## src/framer_consts.svh

```systemverilog
// Constant map for the link security-payload framer: offsets, fields, codes and reset values.
`ifndef FRAMER_CONSTS_SVH
`define FRAMER_CONSTS_SVH

// Register byte offsets.
`define ADDR_CTRL     8'h00
`define ADDR_TX_SPI   8'h04
`define ADDR_TX_SEQ   8'h08
`define ADDR_RX_SPI   8'h0C
`define ADDR_RX_SEQ   8'h10
`define ADDR_PARAM    8'h14
`define ADDR_KEY      8'h18
`define ADDR_STATUS   8'h1C

// Control register fields and reset value.
`define CTRL_LT_MSB   1
`define CTRL_LT_LSB   0
`define CTRL_TX_EN    2
`define CTRL_RX_SUP   3
`define CTRL_RST      4'hC

// Parameter register fields, limits and reset values.
`define PRM_TRL_MSB   2
`define PRM_TRL_LSB   0
`define PRM_BLK_MSB   6
`define PRM_BLK_LSB   4
`define PRM_BLK_MAX   3'h6
`define TRL_RST       3'h1
`define BLK_RST       3'h2

// Link types held in the control register.
`define LINK_SW       2'h0
`define LINK_NF       2'h1
`define LINK_FN       2'h2

// Identifier values written into the encapsulation header.
`define ID_SW_LINK    24'h0FFFFD
`define ID_FABRIC     24'h0FFFFE
`define ID_NODE       24'h0FFFF0

// Header word positions and field positions within a word.
`define WORD_DEST     3'h0
`define WORD_SRC      3'h1
`define WORD_CTL      3'h3
`define WORD_HDR_LAST 3'h5
`define ID_MSB        23
`define ID_LSB        0
`define CTL_MSB       23
`define CTL_LSB       16
`define ESP_BIT       6
`define ESP_CTL       8'h40
`define PADLEN_MSB    15
`define PADLEN_LSB    8
`define PADLEN_ADJ    10'h002

`endif

```

## src/framer_pkg.sv

```systemverilog
// Types shared by the link security-payload framer.
package framer_pkg;

  // Send sequencer states.
  typedef enum logic [2:0] {T_HDR, T_RAW, T_SPI, T_SEQ, T_BODY, T_PAD, T_ICV} tx_st_t;

  // Receive sequencer states.
  typedef enum logic [2:0] {R_HDR, R_SPI, R_SEQ, R_BODY, R_CHK, R_PASS, R_DISC} rx_st_t;

endpackage

```

## src/icv_accum.sv

```systemverilog
// Keyed running integrity accumulator used on both the send and the receive path.
`timescale 1ns/100ps
module icv_accum #(
  parameter int W = 32
) (
  input  wire logic         clk,
  input  wire logic         rst,
  input  wire logic         clr,
  input  wire logic         en,
  input  wire logic [W-1:0] word,
  input  wire logic [W-1:0] key,
  output logic      [W-1:0] acc
);

  typedef struct packed {
    logic [W-1:0] acc;
  } icv_state_t;

  icv_state_t s_q;
  icv_state_t s_d;

  // Rotate-and-mix stand-in; a stronger authenticator drops in here unchanged at the ports.
  always_comb
  begin
    s_d = s_q;
    if (clr)
    begin
      s_d.acc = word ^ key;
    end
    else if (en)
    begin
      s_d.acc = {s_q.acc[W-2:0], s_q.acc[W-1]} ^ word ^ key;
    end
  end

  // State register.
  always_ff @(posedge clk or posedge rst)
  begin
    if (rst)
    begin
      s_q <= '0;
    end
    else
    begin
      s_q <= s_d;
    end
  end

  assign acc = s_q.acc;  // Straight from the flop.

endmodule

```

## src/link_esp_encap_framer.sv

```systemverilog
// Link security-payload framer for frames that carry an encapsulation header.
// Contract
// - Switch link: destination and source identifiers both become FFFFDh.
// - Node-to-fabric link: destination FFFFEh, source FFFF0h.
// - Fabric-to-node link: destination FFFF0h, source FFFFEh.
// - Security bit set in optional header control means all other bits zero.
// - Insert an 8-byte security header with index and sequence after the header.
// - Pad inner content to the block size and record the pad length.
// - Encrypt the padded content before computing the integrity check.
// - Integrity check covers header as sent, security header, encrypted data.
// - Append a trailer of negotiated length, whole 32-bit words, holding the check.
// - Receiver looks up parameters by index and rejects replayed sequence numbers.
// - Receiver recomputes the check over header, security header and ciphertext.
// - Authentication succeeds only when recomputed and received check values match.
// - Receiver decrypts the ciphertext after the integrity check; here each word is decrypted and delivered in R_BODY, before R_CHK.
// - Receiver strips padding then handles the remaining inner frame; here pad words are delivered and rx_out_pad_len gives the length.
// - Every selected frame is protected; every flagged frame is processed.
// - Receiver may drop frames that fail authentication.
// - Receiver without security support discards frames carrying the header.
// - Security header is words 6 and 7; inner header starts at word 8.
// - Encryption covers word 8 to pad end; authentication words 0 to pad end.
//
// The strobed register port and the address map were chosen for this implementation.
`timescale 1ns/100ps
`include "framer_consts.svh"
module link_esp_encap_framer #(
  parameter int MAX_TRL = 4
) (
  input  wire logic        clk,
  input  wire logic        rst,
  input  wire logic [7:0]  reg_addr,
  input  wire logic [31:0] reg_wdata,
  input  wire logic        reg_wr,
  input  wire logic        reg_rd,
  output logic      [31:0] reg_rdata,
  input  wire logic        tx_in_valid,
  input  wire logic [31:0] tx_in_data,
  input  wire logic        tx_in_last,
  input  wire logic        tx_in_protect,
  output logic             tx_in_ready,
  input  wire logic [31:0] tx_key_word,
  output logic             tx_out_valid,
  output logic      [31:0] tx_out_data,
  output logic             tx_out_last,
  input  wire logic        rx_in_valid,
  input  wire logic [31:0] rx_in_data,
  input  wire logic        rx_in_last,
  input  wire logic [31:0] rx_key_word,
  output logic             rx_out_valid,
  output logic      [31:0] rx_out_data,
  output logic             rx_out_last,
  output logic      [7:0]  rx_out_pad_len,
  output logic             rx_done,
  output logic             rx_auth_ok
);
  import framer_pkg::*;

  typedef struct packed {
    tx_st_t                    tx_st;
    logic [2:0]                tx_idx;
    logic                      tx_prot;
    logic [15:0]               tx_cnt;
    logic [7:0]                tx_pad;
    logic [7:0]                tx_plen;
    logic [2:0]                tx_j;
    logic                      tx_ready;
    logic                      tx_ov;
    logic [31:0]               tx_od;
    logic                      tx_ol;
    rx_st_t                    rx_st;
    logic [2:0]                rx_idx;
    logic                      rx_esp;
    logic [31:0]               rx_seq_new;
    logic [3:0]                rx_fill;
    logic [MAX_TRL-1:0][31:0]  line;
    logic                      rx_ov;
    logic [31:0]               rx_od;
    logic                      rx_ol;
    logic [7:0]                rx_pad;
    logic                      rx_done;
    logic                      rx_ok;
    logic [3:0]                ctrl;
    logic [31:0]               tx_spi;
    logic [31:0]               tx_seq;
    logic [31:0]               rx_spi;
    logic [31:0]               rx_seq;
    logic [2:0]                trl;
    logic [2:0]                blk_lg;
    logic [31:0]               key;
    logic [7:0]                cnt_ok;
    logic [7:0]                cnt_fail;
    logic [7:0]                cnt_replay;
    logic [7:0]                cnt_disc;
    logic [31:0]               rdata;
  } state_t;

  state_t      s_q;
  state_t      s_d;
  logic        tx_clr;
  logic        tx_en;
  logic [31:0] tx_word;
  logic [31:0] tx_acc;
  logic        rx_clr;
  logic        rx_en;
  logic [31:0] rx_word;
  logic [31:0] rx_acc;
  logic        tx_take;
  logic        rx_match;
  logic [23:0] id_dest;
  logic [23:0] id_src;

  // Trailer word j: the running check mixed with the key rotated by j.
  function automatic logic [31:0] trailer_word(input logic [31:0] a, input logic [31:0] k,
                                               input logic [2:0] j);
    logic [63:0] t;
    t = {k, k} << j;
    return a ^ t[63:32];
  endfunction

  // One accumulator per direction, so send and receive never contend.
  icv_accum #(.W(32)) u_tx_icv (
    .clk  (clk),
    .rst  (rst),
    .clr  (tx_clr),
    .en   (tx_en),
    .word (tx_word),
    .key  (s_q.key),
    .acc  (tx_acc)
  );

  icv_accum #(.W(32)) u_rx_icv (
    .clk  (clk),
    .rst  (rst),
    .clr  (rx_clr),
    .en   (rx_en),
    .word (rx_word),
    .key  (s_q.key),
    .acc  (rx_acc)
  );

  assign tx_take = tx_in_valid && s_q.tx_ready;

  // Next-state logic for both directions and the register port.
  always_comb
  begin
    logic [31:0] w;
    logic [31:0] dec;
    logic [7:0]  blk;
    logic [7:0]  pw;
    logic [15:0] cnt_n;
    logic        prot;
    int          k;
    w = 32'h0;
    dec = 32'h0;
    blk = 8'h01 << s_q.blk_lg;
    pw = 8'h0;
    cnt_n = 16'h0;
    prot = s_q.tx_prot;
    k = 0;
    s_d = s_q;
    s_d.tx_ov = 1'b0;
    s_d.tx_ol = 1'b0;
    s_d.rx_ov = 1'b0;
    s_d.rx_ol = 1'b0;
    s_d.rx_done = 1'b0;
    tx_clr = 1'b0;
    tx_en = 1'b0;
    tx_word = 32'h0;
    rx_clr = 1'b0;
    rx_en = 1'b0;
    rx_word = 32'h0;
    id_dest = `ID_SW_LINK;
    id_src = `ID_SW_LINK;
    if (s_q.ctrl[`CTRL_LT_MSB:`CTRL_LT_LSB] == `LINK_NF)
    begin
      id_dest = `ID_FABRIC;
      id_src = `ID_NODE;
    end
    else if (s_q.ctrl[`CTRL_LT_MSB:`CTRL_LT_LSB] == `LINK_FN)
    begin
      id_dest = `ID_NODE;
      id_src = `ID_FABRIC;
    end

    // Send side: header rewrite, security header, encrypt, pad, trailer.
    case (s_q.tx_st)
      T_HDR:
      begin
        if (tx_take)
        begin
          w = tx_in_data;
          if (s_q.tx_idx == `WORD_DEST)
          begin
            prot = tx_in_protect && s_q.ctrl[`CTRL_TX_EN];
            s_d.tx_prot = prot;
          end
          if (prot && s_q.tx_idx == `WORD_DEST)
            w[`ID_MSB:`ID_LSB] = id_dest;
          if (prot && s_q.tx_idx == `WORD_SRC)
            w[`ID_MSB:`ID_LSB] = id_src;
          if (prot && s_q.tx_idx == `WORD_CTL)
            w[`CTL_MSB:`CTL_LSB] = `ESP_CTL;
          s_d.tx_ov = 1'b1;
          s_d.tx_od = w;
          tx_clr = (s_q.tx_idx == `WORD_DEST);
          tx_en = 1'b1;
          tx_word = w;
          if (!prot)
          begin
            s_d.tx_ol = tx_in_last;
            s_d.tx_idx = 3'h0;
            s_d.tx_st = tx_in_last ? T_HDR : T_RAW;
          end
          else if (s_q.tx_idx == `WORD_HDR_LAST)
          begin
            s_d.tx_idx = 3'h0;
            s_d.tx_ready = 1'b0;
            s_d.tx_st = T_SPI;
          end
          else
            s_d.tx_idx = s_q.tx_idx + 3'h1;
        end
      end
      T_RAW:
      begin
        if (tx_take)
        begin
          s_d.tx_ov = 1'b1;
          s_d.tx_od = tx_in_data;
          s_d.tx_ol = tx_in_last;
          if (tx_in_last)
            s_d.tx_st = T_HDR;
        end
      end
      T_SPI:
      begin
        s_d.tx_ov = 1'b1;
        s_d.tx_od = s_q.tx_spi;
        tx_en = 1'b1;
        tx_word = s_q.tx_spi;
        s_d.tx_st = T_SEQ;
      end
      T_SEQ:
      begin
        s_d.tx_ov = 1'b1;
        s_d.tx_od = s_q.tx_seq;
        tx_en = 1'b1;
        tx_word = s_q.tx_seq;
        s_d.tx_seq = s_q.tx_seq + 32'h1;
        s_d.tx_cnt = 16'h0;
        s_d.tx_ready = 1'b1;
        s_d.tx_st = T_BODY;
      end
      T_BODY:
      begin
        if (tx_take)
        begin
          w = tx_in_data ^ tx_key_word;
          s_d.tx_ov = 1'b1;
          s_d.tx_od = w;
          tx_en = 1'b1;
          tx_word = w;
          cnt_n = s_q.tx_cnt + 16'h1;
          s_d.tx_cnt = cnt_n;
          if (tx_in_last)
          begin
            pw = blk - (cnt_n[7:0] & (blk - 8'h01));
            s_d.tx_pad = pw;
            s_d.tx_plen = 8'({pw, 2'b00} - `PADLEN_ADJ);
            s_d.tx_ready = 1'b0;
            s_d.tx_st = T_PAD;
          end
        end
      end
      T_PAD:
      begin
        w = 32'h0;
        if (s_q.tx_pad == 8'h01)
          w[`PADLEN_MSB:`PADLEN_LSB] = s_q.tx_plen;
        w = w ^ tx_key_word;
        s_d.tx_ov = 1'b1;
        s_d.tx_od = w;
        tx_en = 1'b1;
        tx_word = w;
        s_d.tx_cnt = s_q.tx_cnt + 16'h1;
        s_d.tx_pad = s_q.tx_pad - 8'h01;
        if (s_q.tx_pad == 8'h01)
        begin
          s_d.tx_j = 3'h0;
          s_d.tx_st = T_ICV;
        end
      end
      T_ICV:
      begin
        s_d.tx_ov = 1'b1;
        s_d.tx_od = trailer_word(tx_acc, s_q.key, s_q.tx_j);
        s_d.tx_j = s_q.tx_j + 3'h1;
        if (s_q.tx_j == s_q.trl - 3'h1)
        begin
          s_d.tx_ol = 1'b1;
          s_d.tx_ready = 1'b1;
          s_d.tx_st = T_HDR;
        end
      end
      default:
        s_d.tx_st = T_HDR;
    endcase

    // Trailer compare: line[0] holds the newest word, so trailer word j sits at trl-1-j.
    rx_match = 1'b1;
    for (int j = 0; j < MAX_TRL; j++)
    begin
      k = int'(s_q.trl) - 1 - j;
      if (k >= 0 && s_q.line[k] != trailer_word(rx_acc, s_q.key, 3'(j)))
        rx_match = 1'b0;
    end

    // Receive side; the trailer is held back in a short line until the frame ends.
    case (s_q.rx_st)
      R_HDR:
      begin
        if (rx_in_valid)
        begin
          rx_clr = (s_q.rx_idx == `WORD_DEST);
          rx_en = 1'b1;
          rx_word = rx_in_data;
          if (s_q.rx_idx == `WORD_CTL)
            s_d.rx_esp = rx_in_data[`CTL_LSB + `ESP_BIT];
          s_d.rx_idx = s_q.rx_idx + 3'h1;
          if (s_q.rx_idx == `WORD_HDR_LAST)
          begin
            s_d.rx_idx = 3'h0;
            if (!s_q.rx_esp)
              s_d.rx_st = R_PASS;
            else if (!s_q.ctrl[`CTRL_RX_SUP])
            begin
              s_d.rx_st = R_DISC;
              s_d.cnt_disc = s_q.cnt_disc + 8'h01;
            end
            else
              s_d.rx_st = R_SPI;
          end
        end
      end
      R_SPI:
      begin
        if (rx_in_valid)
        begin
          rx_en = 1'b1;
          rx_word = rx_in_data;
          s_d.rx_st = (rx_in_data == s_q.rx_spi) ? R_SEQ : R_DISC;
          if (rx_in_data != s_q.rx_spi)
            s_d.cnt_disc = s_q.cnt_disc + 8'h01;
        end
      end
      R_SEQ:
      begin
        if (rx_in_valid)
        begin
          rx_en = 1'b1;
          rx_word = rx_in_data;
          s_d.rx_seq_new = rx_in_data;
          s_d.rx_fill = 4'h0;
          s_d.rx_st = (rx_in_data > s_q.rx_seq) ? R_BODY : R_DISC;
          if (rx_in_data <= s_q.rx_seq)
            s_d.cnt_replay = s_q.cnt_replay + 8'h01;
        end
      end
      R_BODY:
      begin
        if (rx_in_valid)
        begin
          s_d.line = {s_q.line[MAX_TRL-2:0], rx_in_data};
          if (s_q.rx_fill == {1'b0, s_q.trl})
          begin
            rx_en = 1'b1;
            rx_word = s_q.line[s_q.trl - 3'h1];
            dec = s_q.line[s_q.trl - 3'h1] ^ rx_key_word;
            s_d.rx_ov = 1'b1;
            s_d.rx_od = dec;
            s_d.rx_ol = rx_in_last;
            if (rx_in_last)
              s_d.rx_pad = dec[`PADLEN_MSB:`PADLEN_LSB];
          end
          else
            s_d.rx_fill = s_q.rx_fill + 4'h1;
          if (rx_in_last)
          begin
            if (s_q.rx_fill != {1'b0, s_q.trl})
              s_d.rx_fill = 4'h0;
            s_d.rx_st = R_CHK;
          end
        end
      end
      R_CHK:
      begin
        s_d.rx_done = 1'b1;
        s_d.rx_ok = rx_match && (s_q.rx_fill == {1'b0, s_q.trl});
        if (s_d.rx_ok)
        begin
          s_d.rx_seq = s_q.rx_seq_new;
          s_d.cnt_ok = s_q.cnt_ok + 8'h01;
        end
        else
          s_d.cnt_fail = s_q.cnt_fail + 8'h01;
        s_d.rx_st = R_HDR;
      end
      R_PASS:
      begin
        if (rx_in_valid)
        begin
          s_d.rx_ov = 1'b1;
          s_d.rx_od = rx_in_data;
          s_d.rx_ol = rx_in_last;
          if (rx_in_last)
            s_d.rx_st = R_HDR;
        end
      end
      R_DISC:
      begin
        if (rx_in_valid && rx_in_last)
          s_d.rx_st = R_HDR;
      end
      default:
        s_d.rx_st = R_HDR;
    endcase

    // Register port; software writes land last so they win over sequencer updates.
    s_d.rdata = 32'h0;
    if (reg_rd)
    begin
      case (reg_addr)
        `ADDR_CTRL:   s_d.rdata = {28'h0, s_q.ctrl};
        `ADDR_TX_SPI: s_d.rdata = s_q.tx_spi;
        `ADDR_TX_SEQ: s_d.rdata = s_q.tx_seq;
        `ADDR_RX_SPI: s_d.rdata = s_q.rx_spi;
        `ADDR_RX_SEQ: s_d.rdata = s_q.rx_seq;
        `ADDR_PARAM:  s_d.rdata = {25'h0, s_q.blk_lg, 1'b0, s_q.trl};
        `ADDR_KEY:    s_d.rdata = 32'h0;
        `ADDR_STATUS: s_d.rdata = {s_q.cnt_disc, s_q.cnt_replay, s_q.cnt_fail, s_q.cnt_ok};
        default:      s_d.rdata = 32'h0;
      endcase
    end
    if (reg_wr)
    begin
      case (reg_addr)
        `ADDR_CTRL:   s_d.ctrl = reg_wdata[3:0];
        `ADDR_TX_SPI: s_d.tx_spi = reg_wdata;
        `ADDR_TX_SEQ: s_d.tx_seq = reg_wdata;
        `ADDR_RX_SPI: s_d.rx_spi = reg_wdata;
        `ADDR_RX_SEQ: s_d.rx_seq = reg_wdata;
        `ADDR_KEY:    s_d.key = reg_wdata;
        `ADDR_PARAM:
        begin
          // Clamping keeps the pad inside 2..254 bytes and the trailer inside the line.
          s_d.trl = reg_wdata[`PRM_TRL_MSB:`PRM_TRL_LSB];
          if (s_d.trl == 3'h0)
            s_d.trl = 3'h1;
          if (int'(s_d.trl) > MAX_TRL)
            s_d.trl = 3'(MAX_TRL);
          s_d.blk_lg = reg_wdata[`PRM_BLK_MSB:`PRM_BLK_LSB];
          if (s_d.blk_lg > `PRM_BLK_MAX)
            s_d.blk_lg = `PRM_BLK_MAX;
        end
        default:
        begin
        end
      endcase
    end
  end

  // State register.
  always_ff @(posedge clk or posedge rst)
  begin
    if (rst)
    begin
      s_q <= '0;
      s_q.ctrl <= `CTRL_RST;
      s_q.trl <= `TRL_RST;
      s_q.blk_lg <= `BLK_RST;
      s_q.tx_ready <= 1'b1;
    end
    else
    begin
      s_q <= s_d;
    end
  end

  // Every output comes straight from the state flops.
  assign reg_rdata = s_q.rdata;
  assign tx_in_ready = s_q.tx_ready;
  assign tx_out_valid = s_q.tx_ov;
  assign tx_out_data = s_q.tx_od;
  assign tx_out_last = s_q.tx_ol;
  assign rx_out_valid = s_q.rx_ov;
  assign rx_out_data = s_q.rx_od;
  assign rx_out_last = s_q.rx_ol;
  assign rx_out_pad_len = s_q.rx_pad;
  assign rx_done = s_q.rx_done;
  assign rx_auth_ok = s_q.rx_ok;
endmodule

```

## config.mk

```make
export PLATFORM = sky130hd
export DESIGN_NAME = link_esp_encap_framer
export DESIGN_NICKNAME = d
export VERILOG_FILES = /design/src/framer_pkg.sv /design/src/icv_accum.sv /design/src/link_esp_encap_framer.sv
export VERILOG_INCLUDE_DIRS = /design/src /design/src/src
export SDC_FILE = /design/constraint.sdc
export NUM_CORES = 2
export LEC_CHECK = 0
export BUFFER_PORTS_ARGS = -buffer_cell sky130_fd_sc_hd__buf_2
export CELL_PAD_IN_SITES_DETAIL_PLACEMENT = 1
export CELL_PAD_IN_SITES_GLOBAL_PLACEMENT = 2
export CORE_ASPECT_RATIO = 0.5
export CORE_MARGIN = 2
export CORE_UTILIZATION = 30
export DETAILED_ROUTE_END_ITERATION = 8
export HOLD_SLACK_MARGIN = 0.1
export PLACE_DENSITY_LB_ADDON = 0.1
export RECOVER_POWER = 50
export SETUP_SLACK_MARGIN = 0.2
export SKIP_CTS_REPAIR_TIMING = 1
export SYNTH_ARGS = -nofsm -noshare
export SYNTH_HDL_FRONTEND = slang
export SYNTH_SLANG_ARGS = --single-unit
```

## constraint.sdc

```tcl
create_clock -name clk -period 22.4 [get_ports clk]
set_clock_uncertainty 0.1 [all_clocks]
set_input_delay 5.6 -clock clk [delete_from_list [all_inputs] [get_ports clk]]
set_output_delay 5.6 -clock clk [all_outputs]
set_load 0.02 [all_outputs]
```

==> run_results.csv <==
group,metric,value,unit
floorplanning,chipWidth,503,um
route,ant_nets,0,
sta,fmax,0.0823,GHz
logic_synthesis,synth_cells,3622,
setup_path,required,22.99,ns
grt,antenna_found_initial,14,
setup_path,crit_chain,"buf_2, clkinvlp_2, clkbuf_1, buf_4, buf_4",
logic_synthesis,ys_warn_count,0,
route,drt-met1-wl,78600,um
floorplanning,start_util,30.3,%
route,routed_wl,162000,um
min_path,hold_depth,1,
pwr,p_leak,17.7,nW
placement,preCtsSetupSlack,13.51,ns
sta,slew_headroom,-198,%
grt,grt_start_max_net_pins,146,
clocking,cts_tree,"built",
placement,port_buffers,287,
clocking,cts_buffers,66,
route,dr_wl_met3,10300,um
setup_path,critPathLaunchType,"primary input",
floorplanning,core.rowCount,91,
clocking,cts_sinks,580,
status,status,"finished, violations left",
placement,gp_congestion,0.881,
status,violations,"DRC, capacitance limit, slew limit",
sta,setup_tns,0,ns
sta,grt_setup_unrepaired,"false",
route,dr_total_vias,29600,
min_path,hold_class,"reg -> reg",
logic_synthesis,syn_nets,3853,
grt,grt_pass1_vias,29700,
sta,hold_violations,0,
clocking,h-tree-depth,3,
logic_synthesis,synth.area.top_cells,"dfrtp_1 (38%), mux4_2 (9.6%), xnor2_1 (8.9%), mux2_2 (7.6%), xor2_1 (4.3%)",
logic_synthesis,ys_seq_area_share,38.8,%
pwr,p_per_area,127,nW/um^2
grt,grt_use_total,25.3,%
job,drv_cap,18,
sta,drv_slew,715,
logic_synthesis,async_reset_ff_share,100,%
sta,worst_pin_slew,4.46,ns
clocking,root_buffer,"clkbuf_16",
min_path,hold_start,"s_q[55]$_DFFE_PP0P_",
logic_synthesis,yosys.area.top_type_share,38.5,%
setup_path,critPathMaxFanout,88,
setup_path,critPathMaxStageDelay,2.77,ns
route,drc,9,
setup_path,worst-setup-path-type,"in -> async",
route,dr_wl_met2,70100,um
logic_synthesis,yosys_register_bits,580,
route,drt_iter0_drc,2974,
setup_path,rr_startpoint,"s_q[99]$_DFFE_PP1P_",
route,drt_pre_antenna_iters,9,
sta,setup_violations,0,
route,vias_per_cell,5.49,
min_path,min_to,"s_q[55]$_DFFE_PP0P_",
setup_path,cp_data_arrival_time,12.74,ns
final_layout,seqCellArea,14500,sq um
route,highest_layer,"met5",
logic_synthesis,synth_top_flop_cell,"dfrtp_1",
setup_path,rr_worst_depth,13,
grt,grt_overflow,0,
setup_path,cpMostUsedCell,"buf_4",
floorplanning,die-area,128000,sq um
floorplanning,coreArea,123000,sq um
sta,finalCritPeriodShare,54.2,%
clocking,path_clk_slew,0.06,ns
logic_synthesis,yosys.area.top_type,"dfrtp_1",
setup_path,r2r_end,"s_q[63]$_DFFE_PP0P_",
logic_synthesis,syn_area,37400,sq um
logic_synthesis,syn_area_per_cell,10.3,sq um
logic_synthesis,synth_edf_count,0,
placement,post-dp-hpwl,119000,um
pwr,vdd_drop_max,0.0000590,V
sta,finalCriticalPeriod,12.15,ns
floorplanning,io_pins,288,
final_layout,area_growth_syn_to_layout,11.5,%
final_layout,final_nets,3901,
clocking,cts_buffer_depth,3,
grt,grt_pass1_wl,230000,um
final_layout,multi_input_area,20800,sq um
final_layout,layout-drive-gt1-share,20.6,%
floorplanning,fp.dieH,254,um
setup_path,r2r_slack,11.27,ns
setup_path,endpoint_kind,"async pin",
setup_path,cp_slowest_cell,"clkbuf_1",
clocking,clock_latency,0.67,ns
route,wire_per_inst,30.0,um
sta,setup_ws,10.25,ns
logic_synthesis,yosysUniqueCellTypes,61,
final_layout,fillCellCount,13800,
==> how the worst max path moves through the flow <==
stage                     start                     endpoint  slack (ns)  depth (start not counted)
after floorplan             rst       reg_rdata[0]$_DFF_PP0_        0.48                          1
after global placement      rst  rx_out_data[15]$_DFFE_PP0P_       13.56                          5
after detailed placement    rst         s_q[364]$_DFFE_PP0P_       13.51                          5
after CTS                   rst  rx_out_data[10]$_DFFE_PP0P_       14.27                          5
after global routing        rst  rx_out_data[10]$_DFFE_PP0P_        9.02                          5
final                       rst  rx_out_data[10]$_DFFE_PP0P_       10.25                          5
==> cells in the mapped netlist, types with 62 or more instances <==
cell and instances:
a21oi_1 182, buf_4 108, clkbuf_1 204, dfrtp_1 575
inv_1 62, mux2_2 253, mux2i_1 100, mux4_2 160
nand2_1 419, nand3_1 71, nor2_1 165, o21ai_0 208
xnor2_1 380, xor2_1 183
==> per-layer routing <==
| layer | global-route usage [%] | vias up |
|---|---|---|
| met5 | 0 | - |
| met4 | 5.00 | 4 |
| met3 | 4.56 | 142 |
| met2 | 37.3 | 861 |
| met1 | 38.3 | 15700 |
| li1 | - | 12900 |
==> power breakdown <==
group / total [mW] / leakage [nW] / internal (mW) / switching [mW]
Sequential: 1.87 / 7.49 / 1.37 / 0.497
Clock: 1.18 / 1.10 / 0.683 / 0.497
Combinational: 2.24 / 9.11 / 0.930 / 1.31
==> area by class of cell <==
| class | instances | share of cell area (%) |
|---|---|---|
| Inverter | 63 | 0.570 |
| Tap cell | 1674 | 5.03 |
| Timing Repair Buffer | 357 | 4.26 |
| Sequential cell | 580 | 34.8 |
| Clock inverter | 18 | 0.612 |
| Multi-Input combinational cell | 2602 | 49.9 |
| Clock buffer | 98 | 4.76 |
| Antenna cell | 4 | 0.0240 |
==> cell usage in the layout (no fill, tap or decap), types with 43 or more instances in the layout <==
cell type and n:
inv_1 62, nor2_1 163, o21ai_0 209, clkbuf_1 144, ha_1 54, dfrtp_1 573
mux2_2 252, nand3_1 71, buf_2 172, clkbuf_16 69, a222oi_1 50, a21oi_1 182
nand2_1 418, xor2_1 183, a22oi_1 43, nand4_1 58, mux2i_1 100, buf_4 54
xnor2_1 380, mux4_2 160
==> kinds of logic after synthesis <==
| family | count (synthesis) | synth area share (%) |
|---|---|---|
| multiplexers | 513 | 19.9 |
| AND/OR/NAND/NOR | 853 | 10.2 |
| adder cells (fa/ha/maj) | 54 | 1.81 |
| buffers and inverters | 440 | 5.69 |
| AO/OA/AOI/OAI | 619 | 10.4 |
| flip-flops | 580 | 38.8 |
| XOR/XNOR | 563 | 13.2 |
==> metrics by stage <==
step / std cells / total power [mW] / cell area (sq um) / hold slack [ns] / utilization (%)
2_1_floorplan: 3622 / 3.31 / 37400 / 0.341 / -
3_3_place_gp: 5276 / 4.08 / 39700 / 0.358 / 32.2
3_5_place_dp: 5276 / 4.12 / 39700 / 0.364 / 32.2
4_1_cts: 5392 / 5.34 / 41900 / 0.379 / 34.0
5_1_grt: 5392 / 5.60 / 41700 / 0.390 / 33.8
6_report: 5396 / 5.29 / 41700 / 0.374 / 33.8
==> critical path, delay by kind of cell <==
family | cells | cell delay, ns
buffers and inverters | 5 | 6.87
==> state kept, by name, indices dropped and copies added, names as in the netlist <==
signal,flops
s_q,405
tx_out_data,32
u_tx_icv.acc,32
rx_out_last,1
tx_out_valid,1
rx_done,1
rx_auth_ok,1
rx_out_pad_len,8
tx_in_ready,1
reg_rdata,32
tx_out_last,1
rx_out_valid,1
u_rx_icv.acc,32
rx_out_data,32
Power figures use the tool's default switching activity.
